<file path="src/rtl/wdc_pkg.sv">
// package: watchdog control register map, field layout, timing constants and bus carrier
package wdc_pkg;

  localparam int unsigned CLK_HZ        = 10_000_000;
  localparam int unsigned BASE_TICK_NS  = 1000;
  localparam int unsigned BASE_TICK_CYC = (BASE_TICK_NS * (CLK_HZ / 1_000_000)) / 1000;

  localparam logic [7:0]  OFS_CTRL = 8'h00;
  localparam logic [7:0]  OFS_CLR  = 8'h04;
  localparam logic [7:0]  OFS_SET  = 8'h08;
  localparam logic [7:0]  OFS_INV  = 8'h0c;

  localparam int unsigned BIT_ON   = 15;
  localparam int unsigned PS_LSB   = 2;
  localparam int unsigned PS_MSB   = 6;
  localparam int unsigned BIT_WIN  = 1;
  localparam int unsigned BIT_CLR  = 0;

  localparam logic [31:0] IMPL_MASK     = 32'h0000_807f;
  localparam logic        SW_EN_RESET   = 1'b0;
  localparam logic        WIN_RESET     = 1'b0;
  localparam logic [4:0]  PS_MAX        = 5'h14;
  localparam logic [7:0]  TICK_LAST     = 8'(BASE_TICK_CYC - 1);

  typedef struct packed {
    logic        sel;
    logic        enable;
    logic        write;
    logic [7:0]  addr;
    logic [31:0] wdata;
  } wdc_apb_req_type;

endpackage : wdc_pkg

</file>
<file path="src/rtl/wdc_counter.sv">
// module: watchdog count, postscaler and window check
module wdc_counter (
  input  wire logic       clk_in,
  input  wire logic       resetn_in,
  input  wire logic       run_in,
  input  wire logic       clear_in,
  input  wire logic       window_in,
  input  wire logic [4:0] ps_in,
  output logic            expire_out,
  output logic            early_clear_out
);

  logic [7:0]  tick_r;
  logic [21:0] count_r;
  logic [4:0]  ps_eff;
  logic [21:0] period;
  logic [21:0] open_at;
  logic        tick;
  logic        expire_nxt;
  logic        early_nxt;

  // settings above the top step saturate, keeping the count width bounded
  assign ps_eff     = (ps_in > wdc_pkg::PS_MAX) ? wdc_pkg::PS_MAX : ps_in;
  assign period     = 22'(1) << ps_eff;
  assign open_at    = period - (period >> 2);
  assign tick       = run_in && (tick_r == wdc_pkg::TICK_LAST);
  assign expire_nxt = tick && (count_r == period - 22'(1)) && !clear_in;
  assign early_nxt  = run_in && clear_in && window_in && (count_r < open_at);

  always_ff @(posedge clk_in) begin
    if (!resetn_in || !run_in || tick) begin
      tick_r <= 8'h00;
    end else begin
      tick_r <= tick_r + 8'h01;
    end
  end

  always_ff @(posedge clk_in) begin
    if (!resetn_in || !run_in || clear_in || expire_nxt) begin
      count_r <= 22'h00_0000;
    end else if (tick) begin
      count_r <= count_r + 22'h00_0001;
    end
  end

  always_ff @(posedge clk_in) begin
    if (!resetn_in) begin
      expire_out      <= 1'b0;
      early_clear_out <= 1'b0;
    end else begin
      expire_out      <= expire_nxt;
      early_clear_out <= early_nxt;
    end
  end
endmodule : wdc_counter

</file>
<file path="src/rtl/wdc_top.sv">
// module: watchdog control register with apb slave and set/clear/invert aliases

// Function
// - Writing one to bit 15 starts the watchdog if configuration left it off, and writing zero stops it only if software started it.
// - Bit 15 reads one whenever the watchdog runs, enabled by configuration or by software.
// - Bits 6 to 2 are a read-only copy of the postscaler configuration, loaded on every reset.
// - Bit 1 selects windowed operation when set, normal when clear, and resets to zero.
// - Writing one to bit 0 at the plain, set or invert word clears the watchdog count; the clear word and zeros there do nothing.
// - Bits 31 to 16 and 14 to 7 are unimplemented and read as zero.
// - The register has clear, set and invert aliases at offsets 0x4, 0x8 and 0xc above its base.
// - Reset contents follow the configuration inputs rather than one fixed value; the kind of reset does not change them.
module wdc_top (
  input  wire logic        clk_in,
  input  wire logic        resetn_in,
  input  wire logic        psel_in,
  input  wire logic        penable_in,
  input  wire logic        pwrite_in,
  input  wire logic [7:0]  paddr_in,
  input  wire logic [31:0] pwdata_in,
  input  wire logic        cfg_enable_in,
  input  wire logic [4:0]  postscaler_config_in,
  input  wire logic        por_in,
  output logic [31:0]      prdata_out,
  output logic             pready_out,
  output logic             pslverr_out,
  output logic             wdt_running_out,
  output logic             device_reset_out
);

  wdc_pkg::wdc_apb_req_type req;

  logic        sw_en_r;
  logic        win_r;
  logic [4:0]  postscaler_shadow_r;
  logic        clear_r;
  logic        por_seen_r;
  logic        running;
  logic [31:0] rd_val;
  logic        addr_ok;
  logic        access;
  logic        wr_take;
  logic [31:0] new_val;
  logic        new_on;
  logic        sw_en_nxt;
  logic        expire;
  logic        early_clear;

  assign req = '{sel: psel_in, enable: penable_in, write: pwrite_in,
                 addr: paddr_in, wdata: pwdata_in};

  assign running = cfg_enable_in || sw_en_r;
  assign rd_val  = {16'h0000, running, 8'h00, postscaler_shadow_r, win_r, 1'b0};

  // only the four aligned words of the control register are mapped
  assign addr_ok = (req.addr[7:4] == 4'h0) && (req.addr[1:0] == 2'b00);
  assign access  = req.sel && req.enable && !pready_out;
  assign wr_take = req.sel && req.enable && pready_out && req.write && addr_ok;

  // alias decode: plain write, clear, set, invert on the read-back value
  assign new_val = (req.addr == wdc_pkg::OFS_CLR) ? (rd_val & ~req.wdata) :
                   (req.addr == wdc_pkg::OFS_SET) ? (rd_val | req.wdata) :
                   (req.addr == wdc_pkg::OFS_INV) ? (rd_val ^ req.wdata) :
                   req.wdata;
  assign new_on  = new_val[wdc_pkg::BIT_ON];

  // configuration enable cannot be undone by software; software enable can
  assign sw_en_nxt = !wr_take ? sw_en_r :
                     (new_on ? !cfg_enable_in || sw_en_r : 1'b0);

  always_ff @(posedge clk_in) begin
    if (!resetn_in) begin
      sw_en_r             <= wdc_pkg::SW_EN_RESET;
      win_r               <= wdc_pkg::WIN_RESET;
      postscaler_shadow_r <= postscaler_config_in;
    end else begin
      sw_en_r <= sw_en_nxt;
      if (wr_take) begin
        win_r <= new_val[wdc_pkg::BIT_WIN];
      end
    end
  end

  // bit 0 never stores; a one on the plain, set or invert word becomes a one-cycle clear strobe
  always_ff @(posedge clk_in) begin
    if (!resetn_in) begin
      clear_r <= 1'b0;
    end else begin
      clear_r <= wr_take && new_val[wdc_pkg::BIT_CLR];
    end
  end

  // one wait state: pready rises on the first access edge and the transfer ends on the second
  always_ff @(posedge clk_in) begin
    if (!resetn_in) begin
      pready_out  <= 1'b0;
      pslverr_out <= 1'b0;
      prdata_out  <= 32'h0000_0000;
    end else begin
      pready_out  <= access;
      pslverr_out <= access && !addr_ok;
      prdata_out  <= (access && !req.write && addr_ok) ? rd_val : 32'h0000_0000;
    end
  end

  // device reset holds until the system reset; por marks a power-on reset kind
  always_ff @(posedge clk_in) begin
    if (!resetn_in) begin
      wdt_running_out  <= 1'b0;
      device_reset_out <= 1'b0;
      por_seen_r       <= 1'b0;
    end else begin
      wdt_running_out  <= running;
      device_reset_out <= device_reset_out || expire || early_clear;
      por_seen_r       <= por_seen_r || por_in;
    end
  end

  wdc_counter u_counter (
    .clk_in          (clk_in),
    .resetn_in       (resetn_in),
    .run_in          (running && !device_reset_out),
    .clear_in        (clear_r),
    .window_in       (win_r),
    .ps_in           (postscaler_shadow_r),
    .expire_out      (expire),
    .early_clear_out (early_clear)
  );
endmodule : wdc_top

</file>
<file path="config.mk">
export PLATFORM = sky130hd
export DESIGN_NAME = wdc_top
export DESIGN_NICKNAME = d
export VERILOG_FILES = /design/src/rtl/wdc_pkg.sv /design/src/rtl/wdc_counter.sv /design/src/rtl/wdc_top.sv
export SDC_FILE = /design/constraint.sdc
export NUM_CORES = 1
export LEC_CHECK = 0
export BUFFER_PORTS_ARGS = -buffer_cell sky130_fd_sc_hd__buf_2
export CAP_MARGIN = 20
export CORE_UTILIZATION = 63
export CTS_BUF_LIST = sky130_fd_sc_hd__clkbuf_4 sky130_fd_sc_hd__clkbuf_8
export CTS_CLUSTER_SIZE = 40
export DETAILED_ROUTE_END_ITERATION = 8
export PLACE_DENSITY = 0.89
export SYNTH_ARGS = -nofsm -noshare
export SYNTH_HDL_FRONTEND = slang
export SYNTH_HIERARCHICAL = 1
export SYNTH_SLANG_ARGS = --single-unit
</file>
<file path="constraint.sdc">
create_clock -name clk_in -period 9.7 [get_ports clk_in]
set_input_delay 1.94 -clock clk_in [delete_from_list [all_inputs] [get_ports clk_in]]
set_output_delay 1.94 -clock clk_in [all_outputs]
set_load 0.02 [all_outputs]
</file>
# Word-level counts from Yosys, hierarchy flattened
# Index checks and enable logic that the tools add are counted.
[word_totals]
ff_bits = 76
in_bits = 52
out_inout_bits = 36
word_cells = 71
[op_classes]
n_addsub = 4
n_lt_le_gt_ge = 2
n_eq_ne = 5
shift = 1
muxes = 5
n_bitwise = 4
reduce_logical = 36
[ops]
columns = ["cell", "n"]
rows = [
  ["$mux W16", 3],
  ["$eq A8 B4 Y1 const B", 3],
  ["$add A22 B1 Y22 const B", 1],
  ["$eq A22 B22 Y1", 1],
  ["$lt A22 B22 Y1", 1],
  ["$shl A1 B5 Y22 const A", 1],
  ["$sub A22 B1 Y22 const B", 1],
  ["$sub A22 B20 Y22", 1],
  ["$logic_and A1 B1 Y1", 17],
  ["$and A16 B16 Y16", 1],
  ["$not A16 Y16", 1],
  ["$or A16 B16 Y16", 1],
  ["$xor A16 B16 Y16", 1],
  ["$add A8 B1 Y8 const B", 1],
  ["$eq A8 B3 Y1 const B", 1],
  ["$logic_not A1 Y1", 8],
  ["$logic_or A1 B1 Y1", 8],
  ["$gt A5 B5 Y1 const B", 1],
  ["$mux W5", 1],
  ["$logic_not A4 Y1", 1],
  ["$logic_not A2 Y1", 1],
  ["$reduce_and A2 Y1", 1],
  ["$mux W1", 1],
]

# Longest topological paths before layout
[depth]
ltp_word = 8
ltp_mapped = 22
ltp_nobuf = 20

# By module
# Netlist, hierarchy kept.
[by_module_without_submodules]
columns = ["mod", "n_inst", "cells_per_inst", "area_per_inst_um2", "seq_area_each_um2"]
rows = [
  ["wdc_counter", 1, 499, 3828.7, 640.6],
  ["wdc_top", 1, 88, 932.1, 430.4],
]

# Worst setup path after synthesis
# OpenSTA, ideal clock, no wires.
[synth_timing]
kind = "register to register"
startpoint = "reg postscaler_shadow_r[2]"
endpoint = "reg u_counter.early_clear_out"
setup_ps = 70
arrival_ps = 4142
required_time_ps = 9630
setup_slack_ps = 5488
path_stages_with_launch = 23
path_buffers = 3
period_less_slack_ps = 4212
path_cell_list = "edfxtp_1 buf_6 buf_6 buf_2 or3b_2 nor2_1 ha_1 fa_1 nor2b_1 o31a_1 o22a_1 a21o_1 a21o_1 a21oi_1 xnor2_1 ha_1 a21o_1 a21o_1 a21oi_1 nor2_1 a2111oi_0 o21ai_0 a21oi_1"
[synth_via]
elab_chain_cells = 6
[synth_lines]
columns = ["item", "line_no", "text"]
rows = [
  ["start, declared", "wdc_top.sv:34", "logic [4:0] postscaler_shadow_r;"],
  ["start signal, assigned", "wdc_top.sv:74", "postscaler_shadow_r <= postscaler_config_in;"],
  ["$gt A5 B5 Y1", "wdc_counter.sv:23", "assign ps_eff = (ps_in > wdc_pkg::PS_MAX) ? wdc_pkg::PS_MAX : ps_in;"],
  ["$mux W5 (*)", "wdc_counter.sv:23", ""],
  ["$shl A1 B5 Y22 (*)", "wdc_counter.sv:24", "assign period = 22'(1) << ps_eff;"],
  ["$sub A22 B20 Y22 (*)", "wdc_counter.sv:25", "assign open_at = period - (period >> 2);"],
  ["$lt A22 B22 Y1 (*)", "wdc_counter.sv:28", "assign early_nxt = run_in && clear_in && window_in && (count_r < open_at);"],
  ["$logic_and A1 B1 Y1 (*)", "wdc_counter.sv:28", ""],
  ["end signal, assigned", "wdc_counter.sv:52", "early_clear_out <= early_nxt;"],
  ["end, declared", "wdc_counter.sv:10", "output logic early_clear_out"],
]
# Every way passes the cells marked *; elsewhere a longest branch is shown, timed or not.
# A chain may end at the register's enable or synchronous reset.

# Final worst setup path
[layout_timing]
startpoint = "reg postscaler_shadow_r[3]"
endpoint = "reg u_counter.early_clear_out"
# The elaborated chain is that of the path after synthesis.

==> flow_summary.yaml <==
synth:
  syn_area_mm2: 0.00476
  yosysTopAreaCell: "dfxtp_1"
  synth_edf_count: 5
  synth-seq-area-share: 0.225
  synth.top_cells.by_area: "dfxtp_1, ha_1, xnor2_1"
  synth_seq_cells: 51
  ys_async_sr_fraction: 0
  yosysWarnings: 6
  syn-instance-count: 587
  synthDistinctLibCells: 78
  syn_avg_cell_area_um2: 8.11
  yosys_most_used_dff: "dfxtp_1"
  synth.top_cell.area_share: 0.193
clock_tree:
  cts_tree: "built"
  cts_inserted_buffers: 5
  cts-root-buf: "clkbuf_8"
  ctsResizeCount: 0
  holdBufCountCts: 0
  htreeDepth: 2
  clock_sinks: 51
  clk_latency_ns: 0.30
  clkTransAtPathRegs_ns: 0.09
  postCtsSetupRepairBufs: 0
  clock_path_buffers: 2
floorplan:
  start_util: 0.653
  num_rows: 31
  die_h_um: 88.9
  die_area_mm2: 0.00791
  ioPinCount: 88
  coreArea_mm2: 0.00729
  die_w_um: 88.9
detailed_routing:
  drcViolationCount: 0
  wl_per_cell_um: 15.4
  drt_iter0_drc: 319
  vias: 4175
  routed_wl_mm: 10.8
  ant_nets: 0
  dr.pass1.iters: 5
  viasPerCell: 5.95
timing:
  fin_ws_ns: 4.50
  hold_violations: 0
  period_needed_ns: 5.20
  finClkSkew_ns: 0.00813
  setup-tns-final_ns: 0
  drv_slew: 0
  holdWs_ns: 0.499
  rsz0062_at_grt: "no"
  tightest_slew_ns: 0.911
  fmax_mhz: 192
  final.period_utilization: 0.536
  relSlewSlack: 0.393
  setup_viol: 0
placed_design:
  portBuffers: 32
  dpl_cell_area_mm2: 0.00480
  place_ws_ns: 4.59
  hpwl_mm: 8.39
  gp_congestion: 0.955
worst_setup_path:
  cp_top_family: "compound AO/OA/AOI/OAI gates"
  required_ns: 9.92
  cp-end-kind: "flop"
  cp_max_fo: 23
  crit_chain: "nor2b_1 > nand2_1 > inv_1 > ha_1 > a21oi_1 > o21ai_0 > a21o_1 > a31o_2 > a41oi_1 > nor3_1 > a311oi_1 > ha_1 > a21o_1 > a21o_1 > a21oi_1 > nor2_1 > a2111oi_0 > o21ai_0 > a21oi_1"
  critPathMaxStageDelay_ns: 0.88
  critPathArrivalTime_ns: 5.43
  slowest_stage: "edfxtp_1"
  critPathKind: "reg -> reg"
  path_buf_inv: 1
  startpoint_type: "flop"
finish:
  syn_to_final_growth_pct: 3.07
  fin_util: 0.673
  fillers: 595
  register_area_mm2: 0.00107
  multiInputGateArea_mm2: 0.00329
  nets: 704
  diodes: 0
  drive_above_1_share: 0.0995
  postLayoutCellArea_mm2: 0.00491
pwr:
  ir_worst_vdd_mv: 0.130
  netSwitchingPower_uw: 182
  cellPowerDensity_mw_per_mm2: 109
  p_clk_frac: 0.251
  comb_power_share: 0.326
  p_seq_frac: 0.423
  switching_share: 0.340
  p_int_uw: 353
  p_leak_nw: 2.25
min_path:
  hold_path_class: "reg -> reg"
grt:
  overflow: 0
  grt_pass1_wl_mm: 18.4
  grt_usage: 0.296
  grt_max_degree: 28
  first_global_vias: 4106
  antenna_found_initial: 0
job:
  drv_cap: 0
outcome:
  status: "complete, no violations"
-- worst paths after layout --
check	cells past startpoint	slack, ns	endpoint	start
max reg2reg	19	4.50	u_counter/early_clear_out	postscaler_shadow_r[3]
max	19	4.50	u_counter/early_clear_out	postscaler_shadow_r[3]
min reg2reg	1	0.50	u_counter/tick_r[0]	u_counter/tick_r[0]
min	1	0.50	u_counter/tick_r[0]	u_counter/tick_r[0]
-- worst register-to-register path, delay by kind of cell (launching register included) --
family	cells	cell delay, ns
buffers and inverters	1	0.16
AND/OR/NAND/NOR	4	0.92
AO/OA/AOI/OAI	12	2.53
adder cells (fa/ha/maj)	2	0.64
flip-flops	1	0.88
-- power groups by stage --
stage               registers, mW  clock network [mW]  logic (mW)
floorplan                   0.223                   0       0.151
global placement            0.231                   0       0.161
detailed placement          0.231                   0       0.170
CTS                         0.226               0.137       0.171
global route                0.228               0.144       0.194
finish                      0.227               0.134       0.174
-- layout by cell type (no fill, tap or decap), drive strengths merged, types with 8 or more instances in the layout --
cell type  count
nor2          69
ha            49
dfxtp         46
inv           41
nand2         36
buf           32
xnor2         28
conb          26
xor2          24
a21oi         23
o21ai         22
nand3         19
a21o          16
nor3          16
nand2b        15
and2          11
nand4         10
a31oi          8
and3           8
-- Yosys cell counts (all sizes together) (3+ instances only) --
cell / number
a2111oi: 3
a21o: 16
a21oi: 23
a31oi: 8
and2: 11
and3: 8
and4: 6
buf: 40
clkbuf: 8
dfxtp: 46
edfxtp: 5
ha: 49
inv: 41
nand2: 36
nand2b: 15
nand3: 19
nand4: 10
nand4b: 3
nor2: 69
nor2b: 7
nor3: 16
nor4: 5
o21a: 5
o21ai: 22
o311ai: 3
o31ai: 4
or2: 3
or3: 4
xnor2: 28
xnor3: 3
xor2: 24
-- per-stage QoR --
stage	power, mW	cells
after floorplan	0.374	611
after global placement	0.392	694
after detailed placement	0.401	694
after CTS	0.534	702
after global routing	0.566	702
final	0.536	702
-- cell families after synthesis --
kind of cell / after synthesis / share of synthesized area
mux: 5 / 0.0168
compound gates: 111 / 0.162
simple gates: 223 / 0.249
flops: 51 / 0.225
buf+inv: 90 / 0.103
other cells: 2 / 0.00158
xor+xnor: 55 / 0.110
fa+ha+maj: 50 / 0.133
-- routing by layer --
| metal | track usage | wire length [um] |
|---|---|---|
| met1 | 0.357 | 4560 |
| met2 | 0.536 | 5420 |
| met3 | 0.0305 | 545 |
| met4 | 0.126 | 323 |
| met5 | 0 | 0 |
-- flip-flops by register name, summed over array words and instances (netlist names), 5 cells and up --
register and flops:
prdata_out 7, u_counter/tick_r 8, u_counter/count_r 22, postscaler_shadow_r 5
-- cell type report --
cell class,instances,share of cell area
Clock buffer,7,0.0196
Clock inverter,1,0.00153
Inverter,42,0.0321
Multi-Input combinational cell,470,0.671
Sequential cell,51,0.218
Tap cell,99,0.0252
Timing Repair Buffer,32,0.0326
No activity file was read; power rests on OpenSTA's default activity.
